<file path="src/design/gauge_param_defs.svh">
// Parameter indices, codes, float constants and timing counts of the gauge parameter bank
`ifndef GAUGE_PARAM_DEFS_SVH
`define GAUGE_PARAM_DEFS_SVH

// ****************************************
// Addressing: slot and subslot groups
// ****************************************
`define SLOT_ADJ        16'h0000
`define SUBSLOT_ADJ     16'h000A
`define SLOT_SENS       16'h0001
`define SUBSLOT_SENS    16'h0001

// ****************************************
// Parameter indices
// ****************************************
`define IDX_ZERO_CMD    16'h0370
`define IDX_ZERO_STAT   16'h0371
`define IDX_ZERO_RESP   16'h0372
`define IDX_DIA_VALUE   16'h0100
`define IDX_DIA_VALID   16'h0101
`define IDX_DIA_OVER    16'h0102
`define IDX_DIA_UNDER   16'h0103
`define IDX_DIA_WARN    16'h0140
`define IDX_DIA_ERR     16'h0141
`define IDX_AMB_VALUE   16'h0200
`define IDX_AMB_VALID   16'h0201
`define IDX_AMB_OVER    16'h0202
`define IDX_AMB_UNDER   16'h0203
`define IDX_AMB_WARN    16'h0240
`define IDX_AMB_ERR     16'h0241

// ****************************************
// Read lengths in bytes
// ****************************************
`define LEN_CMD         3'h6
`define LEN_FLOAT       3'h4
`define LEN_RESP        3'h3
`define LEN_WORD        3'h2
`define LEN_BYTE        3'h1

// ****************************************
// Command, status and response codes
// ****************************************
`define CMD_NO_OFFSET   8'h00
`define CMD_TARGET      8'h02
`define INST_A          8'h01
`define INST_B          8'h02
`define STAT_NONE       8'h00
`define STAT_OK         8'h01
`define STAT_ERR        8'h03
`define STAT_BUSY       8'hFF
`define RESP_OK         8'h00
`define RESP_FAIL       8'h01
`define RESP_NONE       8'hFE

// ****************************************
// Float32 constants in mbar, and the crossover span as a bit-pattern count
// ****************************************
`define F_ZERO_LIMIT    32'h3DCCCCCD
`define F_ZERO_DEFAULT  32'h3851B717
`define F_CROSS_LO      32'h3F800000
`define F_CROSS_HI      32'h41200000
`define F_DIA_SPAN_HI   32'h44BB8000
`define F_AMB_SPAN_LO   32'h42C80000
`define F_AMB_SPAN_HI   32'h44BB8000
`define F_MAX           32'h7F7FFFFF
`define CROSS_SPAN      44'sh0D0

// ****************************************
// Status bit positions
// ****************************************
`define BIT_WARN_ELEC   1
`define BIT_ERR_MEMB    0
`define BIT_ERR_ELEC    1

// ****************************************
// Timing
// ****************************************
`define CLK_PERIOD_NS   20
`define ADJ_TIME_NS     320
`define ADJ_CYCLES      ((`ADJ_TIME_NS + `CLK_PERIOD_NS - 1) / `CLK_PERIOD_NS)

`endif

</file>
<file path="src/design/gauge_param_pkg.sv">
// Types shared by the gauge parameter bank modules
package gauge_param_pkg;

  // Zero adjust sequencer states
  typedef enum logic [1:0] {ADJ_IDLE, ADJ_CONVERT, ADJ_RUN} adj_e;

  // Whole state of the bank
  typedef struct packed {
    adj_e        state;     // Sequencer state
    logic [47:0] cmd;       // Last command written
    logic [7:0]  status;    // Adjust status byte
    logic [7:0]  result;    // Response result byte
    logic [7:0]  timer;     // Adjust run counter
    logic        cmdGood;   // Command accepted for adjusting
    logic [31:0] target;    // Target in mbar
    logic [31:0] zeroRaw;   // Raw reading at last successful adjust
    logic [31:0] zeroRef;   // Reading it was made to show
    logic [31:0] pressure;  // Combined output pressure
    logic        respValid; // Answer strobe
    logic        respOk;    // Answer accepted
    logic [47:0] rdData;    // Answer data
    logic [2:0]  rdLen;     // Answer length
  } bank_s;

  // State of one range checker
  typedef struct packed {
    logic [31:0] value;
    logic        valid;
    logic        over;
    logic        under;
  } flags_s;

endpackage

</file>
<file path="src/design/float_mul.sv">
// Float32 multiplier, truncating, zero for tiny results, saturating for huge ones
`timescale 1ns/100ps
`include "gauge_param_defs.svh"
module float_mul (
  input  wire logic [31:0] a,
  input  wire logic [31:0] b,
  output logic      [31:0] y
);
  import gauge_param_pkg::*;

  logic [47:0] prod;   // Mantissa product
  logic [9:0]  expSum; // Biased exponent sum plus normalise carry
  logic [22:0] frac;   // Normalised fraction

  // ****************************************
  // Multiply and normalise
  // ****************************************
  always_comb begin
    prod   = {24'h000000, 1'b1, a[22:0]} * {24'h000000, 1'b1, b[22:0]};
    expSum = {2'b00, a[30:23]} + {2'b00, b[30:23]} + {9'h000, prod[47]};
    frac   = prod[47] ? prod[46:24] : prod[45:23];
    if (a[30:23] == 8'h00 || b[30:23] == 8'h00 || expSum < 10'h080) begin
      // Zero operand or underflow
      y = 32'h00000000;
    end else if (expSum > 10'h17D) begin
      // Overflow saturates
      y     = `F_MAX;
      y[31] = a[31] ^ b[31];
    end else begin
      y = {a[31] ^ b[31], 8'(expSum - 10'h07F), frac};
    end
  end
endmodule

</file>
<file path="src/design/sensor_flags.sv">
// Range checker for one sensor: clamped value and valid, over and under flags
`timescale 1ns/100ps
`include "gauge_param_defs.svh"
module sensor_flags #(
  parameter logic [31:0] SPAN_LO = `F_CROSS_LO,
  parameter logic [31:0] SPAN_HI = `F_DIA_SPAN_HI
) (
  input  wire logic        clk,
  input  wire logic        reset,
  input  wire logic [31:0] rawValue,
  output logic      [31:0] value,
  output logic             valid,
  output logic             over,
  output logic             under
);
  import gauge_param_pkg::*;

  flags_s s_q; // Registered flags
  flags_s s_d; // Next flags

  // ****************************************
  // Range compare, positive floats order as integers
  // ****************************************
  always_comb begin
    s_d       = s_q;
    s_d.under = rawValue[31] || (rawValue < SPAN_LO);
    s_d.over  = !rawValue[31] && (rawValue > SPAN_HI);
    s_d.valid = !s_d.under && !s_d.over;
    // Value shown only inside the span
    s_d.value = s_d.under ? SPAN_LO : (s_d.over ? SPAN_HI : rawValue);
  end

  // ****************************************
  // State register
  // ****************************************
  always_ff @(posedge clk or posedge reset) begin
    if (reset) begin
      s_q <= '0;
    end else begin
      s_q <= s_d;
    end
  end

  assign value = s_q.value;
  assign valid = s_q.valid;
  assign over  = s_q.over;
  assign under = s_q.under;
endmodule

</file>
<file path="src/design/gauge_sensor_param_bank.sv">
// Gauge parameter bank: zero adjust decoder and diaphragm and ambient sensor parameters
// Behaviour
// Zero adjust only below 1e-1 mbar
// No-offset adjust makes reading 5e-5 mbar
// Master sends 00, instance, four zero bytes
// Instance 1 and 2 both accepted
// Master sends 02, instance, float LSB first
// Target adjust makes reading equal target
// Target taken in current unit, converted
// Valid command write starts the adjustment
// Heat below 1, diaphragm above 10, blend
// Diaphragm value shown within 1..1500 mbar
// Valid flag 1 within accuracy, else 0
// Over-range flag 1 when over range
// Under-range flag 1 when under range
// Warning word bit 1 electronics warning
// Error word bit 0 diaphragm failure
// Ambient error bit 1 electronics failure
// Ambient value only when sensor fitted
// Diaphragm parameters only when sensor fitted
// Status 255 busy, 1 ok, 3 error
// Command read returns last written command
// Bad or high-pressure command ends in error
`timescale 1ns/100ps
`include "gauge_param_defs.svh"
module gauge_sensor_param_bank (
  input  wire logic        clk,
  input  wire logic        reset,
  input  wire logic        reqValid,
  input  wire logic        reqWrite,
  input  wire logic [15:0] reqIndex,
  input  wire logic [15:0] reqSlot,
  input  wire logic [15:0] reqSubslot,
  input  wire logic [47:0] wrData,
  output logic             respValid,
  output logic             respOk,
  output logic      [47:0] rdData,
  output logic      [2:0]  rdLen,
  input  wire logic [31:0] heatValue,
  input  wire logic [31:0] diaphragmValue,
  input  wire logic [31:0] ambientValue,
  input  wire logic [31:0] unitToMbar,
  input  wire logic        diaphragmFitted,
  input  wire logic        ambientFitted,
  input  wire logic        diaphragmElecWarn,
  input  wire logic        diaphragmMembraneFail,
  input  wire logic        ambientElecWarn,
  input  wire logic        ambientMembraneFail,
  input  wire logic        ambientElecFail,
  output logic      [31:0] pressureOut,
  output logic             adjustBusy
);
  import gauge_param_pkg::*;

  // ****************************************
  // Declarations
  // ****************************************
  bank_s       s_q;      // Registered state
  bank_s       s_d;      // Next state
  logic [31:0] heat;     // Zero-corrected heat reading
  logic [31:0] mulOut;   // Target converted to mbar
  logic [31:0] diaValue; // Clamped diaphragm value
  logic        diaValid; // Diaphragm flags
  logic        diaOver;
  logic        diaUnder;
  logic [31:0] ambValue; // Clamped ambient value
  logic        ambValid; // Ambient flags
  logic        ambOver;
  logic        ambUnder;
  logic [15:0] diaWarn;  // Status words
  logic [15:0] diaErr;
  logic [15:0] ambWarn;
  logic [15:0] ambErr;
  logic        adjSel;   // Address group hits
  logic        senSel;

  // Zero correction on bit patterns, clamped at zero and max
  function automatic logic [31:0] corrHeat(input logic [31:0] raw,
                                           input logic [31:0] zRaw,
                                           input logic [31:0] zRef);
    logic [33:0] sum;
    sum      = {2'b00, raw} + {2'b00, zRef} - {2'b00, zRaw};
    corrHeat = sum[33] ? 32'h00000000 : (sum[32] ? `F_MAX : sum[31:0]);
  endfunction

  // Crossover blend, weight grows with pressure from 1 to 10 mbar
  function automatic logic [31:0] blend(input logic [31:0] ht,
                                        input logic [31:0] diaphragm_sensor);
    logic [7:0]         w;
    logic signed [33:0] delta;
    logic signed [43:0] scaled;
    w        = 8'((ht - `F_CROSS_LO) >> 17);
    delta    = $signed({2'b00, diaphragm_sensor}) - $signed({2'b00, ht});
    scaled   = delta * $signed({1'b0, w});
    scaled   = scaled / `CROSS_SPAN;
    blend    = 32'($signed({12'h000, ht}) + scaled);
  endfunction

  // Command layout check
  function automatic logic cmdLegal(input logic [47:0] c);
    logic instOk;
    // both instances
    instOk   = (c[15:8] == `INST_A) || (c[15:8] == `INST_B);
    // no-offset form carries zero payload
    cmdLegal = instOk && ((c[7:0] == `CMD_NO_OFFSET && c[47:16] == 32'h00000000) ||
                          c[7:0] == `CMD_TARGET);
  endfunction

  // ****************************************
  // Submodules
  // ****************************************
  // target unit converted to mbar
  float_mul u_mul (
    .a (s_q.cmd[47:16]),
    .b (unitToMbar),
    .y (mulOut)
  );

  // diaphragm span 1..1500 mbar
  sensor_flags #(
    .SPAN_LO (`F_CROSS_LO),
    .SPAN_HI (`F_DIA_SPAN_HI)
  ) u_diaFlags (
    .clk      (clk),
    .reset    (reset),
    .rawValue (diaphragmValue),
    .value    (diaValue),
    .valid    (diaValid),
    .over     (diaOver),
    .under    (diaUnder)
  );

  sensor_flags #(
    .SPAN_LO (`F_AMB_SPAN_LO),
    .SPAN_HI (`F_AMB_SPAN_HI)
  ) u_ambFlags (
    .clk      (clk),
    .reset    (reset),
    .rawValue (ambientValue),
    .value    (ambValue),
    .valid    (ambValid),
    .over     (ambOver),
    .under    (ambUnder)
  );

  // ****************************************
  // Next state
  // ****************************************
  always_comb begin
    s_d           = s_q;
    s_d.respValid = 1'b0;
    s_d.respOk    = 1'b0;
    heat          = corrHeat(heatValue, s_q.zeroRaw, s_q.zeroRef);
    adjSel        = (reqSlot == `SLOT_ADJ) && (reqSubslot == `SUBSLOT_ADJ);
    senSel        = (reqSlot == `SLOT_SENS) && (reqSubslot == `SUBSLOT_SENS);
    // status words
    diaWarn                 = 16'h0000;
    diaWarn[`BIT_WARN_ELEC] = diaphragmElecWarn;
    diaErr                  = 16'h0000;
    diaErr[`BIT_ERR_MEMB]   = diaphragmMembraneFail;
    ambWarn                 = 16'h0000;
    ambWarn[`BIT_WARN_ELEC] = ambientElecWarn;
    ambErr                  = 16'h0000;
    ambErr[`BIT_ERR_MEMB]   = ambientMembraneFail;
    ambErr[`BIT_ERR_ELEC]   = ambientElecFail;

    // sensor crossover
    if (!diaphragmFitted || heat < `F_CROSS_LO) begin
      s_d.pressure = heat;
    end else if (heat > `F_CROSS_HI) begin
      s_d.pressure = diaphragmValue;
    end else begin
      s_d.pressure = blend(heat, diaphragmValue);
    end

    // Parameter access, answered next cycle
    if (reqValid) begin
      s_d.respValid = 1'b1;
      s_d.rdData    = 48'h000000000000;
      s_d.rdLen     = 3'h0;
      if (reqWrite) begin
        // command write starts adjust, refused while busy
        if (adjSel && reqIndex == `IDX_ZERO_CMD && s_q.state == ADJ_IDLE) begin
          s_d.respOk  = 1'b1;
          s_d.cmd     = wrData;
          s_d.state   = ADJ_CONVERT;
          s_d.status  = `STAT_BUSY;
          // pressure limit and layout
          s_d.cmdGood = cmdLegal(wrData) && (heat < `F_ZERO_LIMIT);
        end
      end else if (adjSel) begin
        s_d.respOk = 1'b1;
        case (reqIndex)
          // last command read back
          `IDX_ZERO_CMD: begin
            s_d.rdData = s_q.cmd;
            s_d.rdLen  = `LEN_CMD;
          end
          `IDX_ZERO_STAT: begin
            s_d.rdData = {40'h0000000000, s_q.status};
            s_d.rdLen  = `LEN_BYTE;
          end
          `IDX_ZERO_RESP: begin
            s_d.rdData = {24'h000000, s_q.result, 8'h00, s_q.status};
            s_d.rdLen  = `LEN_RESP;
          end
          default: begin
            s_d.respOk = 1'b0;
          end
        endcase
      end else if (senSel) begin
        s_d.respOk = 1'b1;
        s_d.rdLen  = `LEN_BYTE;
        // flags as whole bytes
        case (reqIndex)
          `IDX_DIA_VALUE: begin
            s_d.rdData = {16'h0000, diaValue};
            s_d.rdLen  = `LEN_FLOAT;
          end
          `IDX_DIA_VALID: s_d.rdData = {47'h0, diaValid};
          `IDX_DIA_OVER:  s_d.rdData = {47'h0, diaOver};
          `IDX_DIA_UNDER: s_d.rdData = {47'h0, diaUnder};
          `IDX_DIA_WARN: begin
            s_d.rdData = {32'h00000000, diaWarn};
            s_d.rdLen  = `LEN_WORD;
          end
          `IDX_DIA_ERR: begin
            s_d.rdData = {32'h00000000, diaErr};
            s_d.rdLen  = `LEN_WORD;
          end
          `IDX_AMB_VALUE: begin
            s_d.rdData = {16'h0000, ambValue};
            s_d.rdLen  = `LEN_FLOAT;
          end
          `IDX_AMB_VALID: s_d.rdData = {47'h0, ambValid};
          `IDX_AMB_OVER:  s_d.rdData = {47'h0, ambOver};
          `IDX_AMB_UNDER: s_d.rdData = {47'h0, ambUnder};
          `IDX_AMB_WARN: begin
            s_d.rdData = {32'h00000000, ambWarn};
            s_d.rdLen  = `LEN_WORD;
          end
          `IDX_AMB_ERR: begin
            s_d.rdData = {32'h00000000, ambErr};
            s_d.rdLen  = `LEN_WORD;
          end
          default: begin
            s_d.respOk = 1'b0;
            s_d.rdLen  = 3'h0;
          end
        endcase
        // absent sensors answer nothing
        if ((reqIndex[15:8] == 8'h01 && !diaphragmFitted) ||
            (reqIndex[15:8] == 8'h02 && !ambientFitted)) begin
          s_d.respOk = 1'b0;
          s_d.rdData = 48'h000000000000;
          s_d.rdLen  = 3'h0;
        end
      end
    end

    // Adjust sequencer
    case (s_q.state)
      ADJ_IDLE: begin
      end
      ADJ_CONVERT: begin
        // target converted, default 5e-5 otherwise
        s_d.target = (s_q.cmd[7:0] == `CMD_TARGET) ? mulOut : `F_ZERO_DEFAULT;
        s_d.timer  = 8'(`ADJ_CYCLES);
        s_d.state  = ADJ_RUN;
      end
      ADJ_RUN: begin
        s_d.timer = s_q.timer - 8'h01;
        if (s_q.timer == 8'h01) begin
          s_d.state = ADJ_IDLE;
          // completion code
          if (s_q.cmdGood) begin
            // reading pinned to target here
            s_d.status  = `STAT_OK;
            s_d.result  = `RESP_OK;
            s_d.zeroRaw = heatValue;
            s_d.zeroRef = s_q.target;
          end else begin
            s_d.status = `STAT_ERR;
            s_d.result = `RESP_FAIL;
          end
        end
      end
      default: begin
        s_d.state = ADJ_IDLE;
      end
    endcase
  end

  // ****************************************
  // State register
  // ****************************************
  always_ff @(posedge clk or posedge reset) begin
    if (reset) begin
      s_q        <= '0;
      s_q.state  <= ADJ_IDLE;
      s_q.status <= `STAT_NONE;
      s_q.result <= `RESP_NONE;
    end else begin
      s_q <= s_d;
    end
  end

  assign respValid   = s_q.respValid;
  assign respOk      = s_q.respOk;
  assign rdData      = s_q.rdData;
  assign rdLen       = s_q.rdLen;
  assign pressureOut = s_q.pressure;
  assign adjustBusy  = (s_q.state != ADJ_IDLE);

  // ****************************************
  // Assertions
  // ****************************************
  localparam int ADJ_WAIT = 24;

  logic cmdWrite; // Accepted command write
  assign cmdWrite = reqValid && reqWrite && adjSel && reqIndex == `IDX_ZERO_CMD && !adjustBusy;
endmodule

</file>
<file path="config.mk">
export PLATFORM = sky130hd
export DESIGN_NAME = gauge_sensor_param_bank
export DESIGN_NICKNAME = d
export VERILOG_FILES = /design/src/design/gauge_param_pkg.sv /design/src/design/float_mul.sv /design/src/design/sensor_flags.sv /design/src/design/gauge_sensor_param_bank.sv
export VERILOG_INCLUDE_DIRS = /design/src /design/src/design
export SDC_FILE = /design/constraint.sdc
export NUM_CORES = 2
export LEC_CHECK = 0
export BUFFER_PORTS_ARGS = -buffer_cell sky130_fd_sc_hd__buf_2
export CAP_MARGIN = 0
export CORE_ASPECT_RATIO = 1.75
export CORE_UTILIZATION = 65
export CTS_BUF_LIST = sky130_fd_sc_hd__clkbuf_8
export DETAILED_ROUTE_END_ITERATION = 6
export PLACE_DENSITY = 0.86
export SYNTH_ARGS = -nofsm -noshare
export SYNTH_HDL_FRONTEND = slang
export SYNTH_SLANG_ARGS = --single-unit
</file>
<file path="constraint.sdc">
create_clock -name clk -period 43 [get_ports clk]
set_input_delay 6.45 -clock clk [delete_from_list [all_inputs] [get_ports clk]]
set_output_delay 6.45 -clock clk [all_outputs]
set_load 0.03 [all_outputs]
</file>
==> results.rst <==
.. list-table::
   :header-rows: 1

   * - Metric
     - Value
   * - Top achievable clock speed
     - 23.6 MHz
   * - Total detailed-routing wirelength
     - 218000 µm
   * - Level count of the clock H-tree
     - 2
   * - Number of standard cells in the layout, taps in and fillers out
     - 8819
   * - GRT Overall Usage
     - 0.490
   * - TritonCTS clock tree
     - done
   * - Net count reported at finish
     - 8945
   * - Sequential-to-total area share from yosys stat
     - 0.141
   * - Floorplan core area
     - 0.0860 mm²
   * - CP endpoint kind
     - flip-flop
   * - Number of antenna violations at the first check in global routing
     - 27
   * - Slew headroom
     - 0.0568
   * - Number of enable flip-flop cells after synthesis
     - 0
   * - Top-level port count
     - 321
   * - Crit start category
     - input port
   * - Die Outline Area
     - 0.0883 mm²
   * - Most used cell, CP
     - sky130_fd_sc_hd__a21o_1
   * - Global placement routability congestion
     - 1.08
   * - Violated checks
     - DRC
   * - Via count of the first global-routing pass
     - 59600
   * - Area contributors post-synth
     - sky130_fd_sc_hd__fa_1, sky130_fd_sc_hd__dfrtp_1, sky130_fd_sc_hd__ha_1
   * - Post-synthesis instance area
     - 0.0566 mm²
   * - DRT iter0 DRCs
     - 4837
   * - Area overhead of the layout relative to synthesis
     - 20.2%
   * - Skew final
     - 0.0936 ns
   * - Routed length per placed instance
     - 24.7 µm
   * - Critical path required time
     - 43.52 ns
   * - Distinct cells, synth
     - 166
   * - HPWL after detailed placement
     - 167000 µm
   * - Largest fanout on the critical path
     - 8
   * - Worst slew pin tran
     - 1.40 ns
   * - # DRC
     - 2
   * - Crit path kind
     - input port to flip-flop
   * - Via count
     - 56200
   * - Number of vias per cell
     - 6.37
   * - Number of detailed-route iterations in the first pass
     - 7
   * - Placement row count
     - 142
   * - Fraction of synthesis flops using an asynchronous set or reset pin
     - 1.00
   * - Clk sink count
     - 320
   * - Proportion of layout cells with a drive suffix above 1
     - 0.242
   * - GR Overflow Total
     - 0
   * - Fin Setup TNS
     - 0 ns
   * - Class of the worst hold path
     - flip-flop to flip-flop
   * - Max stage delay on crit path
     - 0.57 ns
   * - Hold Vio Cnt, Final
     - 0
   * - Fin crit share
     - 0.986
   * - Starting utilization of the core area
     - 0.658
   * - Port bufs
     - 320
   * - Final core utilization
     - 0.791
   * - Pin count of the biggest net entering global routing
     - 119
   * - Syn_area_per_cell
     - 8.45 µm²
   * - Antenna Nets Post-Route
     - 0
   * - CTS Buf Count
     - 47
   * - Commonest non-fill, non-tap cell in the layout
     - sky130_fd_sc_hd__inv_1
   * - Number of cells after detailed placement
     - 8638
   * - Maximum capacitance violations
     - 0
   * - Buffer cell driving the clock tree root
     - sky130_fd_sc_hd__clkbuf_8
   * - Cell taking the most area after synthesis
     - sky130_fd_sc_hd__fa_1
   * - Fraction of post-synthesis cell area in the top cell type by area
     - 0.255
   * - First-pass GRT wire length
     - 326000 µm
   * - Top library cells by usage in the layout, fill and taps aside
     - sky130_fd_sc_hd__inv_1, sky130_fd_sc_hd__buf_4, sky130_fd_sc_hd__nand2_1
   * - Time the worst path needs with I/O delays and setup
     - 42.42 ns
   * - Max Slew Vio Count
     - 0
   * - Maximum buffer depth of the clock tree
     - 3
   * - Primary flip-flop cell chosen by synthesis mapping
     - sky130_fd_sc_hd__dfrtp_1
   * - Overall die height
     - 392 µm
   * - Slowest cell on crit path
     - sky130_fd_sc_hd__o311ai_4
   * - Data arrival time of the critical path
     - 42.94 ns
   * - Final count of negative-setup-slack endpoints
     - 0
   * - Synth Instances
     - 6697
   * - YS warnings
     - 0
   * - Worst hold-check slack
     - 0.494 ns
   * - Die boundary width
     - 225 µm
   * - Result of the run
     - finished, violations left
   * - Clock Latency Late Sink
     - 0.74 ns
   * - Clock-pin slew reported for the worst setup and hold paths after clock tree synthesis
     - 0.07 ns
   * - Synth Register Bits
     - 320
[cell type report]
| type | instances | area (µm²) |
|---|---|---|
| Antenna cell | 14 | 35.0 |
| Clock buffer | 55 | 757 |
| Clock inverter | 30 | 280 |
| Fill cell | 5725 | 17900 |
| Inverter | 1044 | 3930 |
| Multi-Input combinational cell | 4967 | 45000 |
| Sequential cell | 320 | 8010 |
| Tap cell | 1152 | 1440 |
| Timing Repair Buffer | 1237 | 8600 |
[cells in the mapped netlist, types with 18 or more instances]
master / count
sky130_fd_sc_hd__a211o_1: 20
sky130_fd_sc_hd__a211oi_1: 27
sky130_fd_sc_hd__a21o_1: 92
sky130_fd_sc_hd__a21oi_1: 253
sky130_fd_sc_hd__a221oi_1: 18
sky130_fd_sc_hd__a22o_1: 25
sky130_fd_sc_hd__a22oi_1: 34
sky130_fd_sc_hd__a31oi_1: 52
sky130_fd_sc_hd__and2_1: 282
sky130_fd_sc_hd__and3_1: 36
sky130_fd_sc_hd__buf_2: 21
sky130_fd_sc_hd__buf_4: 108
sky130_fd_sc_hd__clkbuf_1: 214
sky130_fd_sc_hd__dfrtp_1: 319
sky130_fd_sc_hd__fa_1: 721
sky130_fd_sc_hd__ha_1: 372
sky130_fd_sc_hd__inv_1: 1040
sky130_fd_sc_hd__mux2_2: 25
sky130_fd_sc_hd__mux2i_1: 69
sky130_fd_sc_hd__nand2_1: 866
sky130_fd_sc_hd__nand2b_1: 40
sky130_fd_sc_hd__nand3_1: 95
sky130_fd_sc_hd__nand4_1: 45
sky130_fd_sc_hd__nor2_1: 394
sky130_fd_sc_hd__nor2b_1: 39
sky130_fd_sc_hd__nor3_1: 102
sky130_fd_sc_hd__nor4_1: 63
sky130_fd_sc_hd__o2111ai_1: 20
sky130_fd_sc_hd__o211ai_1: 48
sky130_fd_sc_hd__o21a_1: 51
sky130_fd_sc_hd__o21ai_0: 277
sky130_fd_sc_hd__o21ai_1: 44
sky130_fd_sc_hd__o21bai_1: 40
sky130_fd_sc_hd__o22a_1: 20
sky130_fd_sc_hd__o22ai_1: 45
sky130_fd_sc_hd__or2_2: 20
sky130_fd_sc_hd__or3_1: 27
sky130_fd_sc_hd__xnor2_1: 175
sky130_fd_sc_hd__xor2_1: 106
[critical path, delay by kind of cell]
family,cells,cell delay (ns)
AOI/OAI and AO/OA,105,21.83
and+or+nand+nor,28,4.97
adders and majority gates,10,4.11
buffers and inverters,30,4.08
muxes,3,0.70
xor gates and xnor gates,4,0.69
[per-stage QoR]
| stage | cell area [µm²] | setup WS [ns] |
|---|---|---|
| floorplan | 56600 | 0.508 |
| global placement | 64100 | -1.14 |
| detailed placement | 64100 | -1.67 |
| CTS | 65600 | 0.0278 |
| global route | 68000 | -0.890 |
| finish | 68000 | 0.584 |
[path summary, 6_finish.rpt]
path,from,end,slack [ns],cells past startpoint
setup / recovery,heatValue[2],pressureOut[28]$_DFF_PP0_,0.58,180
hold / removal,s_q[115]$_DFFE_PP0P_,s_q[115]$_DFFE_PP0P_,0.49,2
setup reg to reg,s_q[85]$_DFFE_PP0P_,pressureOut[28]$_DFF_PP0_,5.95,180
hold reg to reg,s_q[115]$_DFFE_PP0P_,s_q[115]$_DFFE_PP0P_,0.49,2
max in group asynchronous,reset,s_q[137]$_DFFE_PP0P_,34.81,4
min in group asynchronous,reset,pressureOut[17]$_DFF_PP0_,5.78,2
[metal layers]
| layer | global-route usage | vias to the layer above | part of all wire |
|---|---|---|---|
| met5 | 0.0323 | - | 0.0024 |
| met4 | 0.507 | 32 | 0.13 |
| met3 | 0.181 | 1697 | 0.11 |
| met2 | 0.811 | 3531 | 0.47 |
| met1 | 0.445 | 27000 | 0.29 |
| li1 | - | 23900 | - |
[timing repair]
item | CTS | global route
cloned | 2 | 0
pin swaps | 20 | 162
resized for setup | 74 | 362
hold buffers | 0 | 0
endpoints found under the setup margin | 8 | 15
buffers inserted | 13 | 67
[sequential cells by signal (all words and copies together) (netlist names), 3 cells and up]
| register | flops |
|---|---|
| rdLen | 3 |
| rdData | 48 |
| s_q | 165 |
| u_diaFlags.value | 32 |
| u_ambFlags.value | 32 |
| pressureOut | 32 |
[cell families (layout without fill, tap and decap cells)]
| family | count (synthesis) | after routing | synth area share |
|---|---|---|---|
| compound gates | 1353 | 1354 | 0.173 |
| xor+xnor | 285 | 286 | 0.0448 |
| fa+ha+maj | 1101 | 1101 | 0.339 |
| buf+inv | 1416 | 2366 | 0.104 |
| flops | 320 | 320 | 0.141 |
| mux | 98 | 98 | 0.0181 |
| other cells | 2 | 20 | 0.000133 |
| simple gates | 2122 | 2122 | 0.180 |
Power is left out: the tool's default activity adds up to more than one toggle a clock period on the data nets, which glitch-free logic cannot reach.
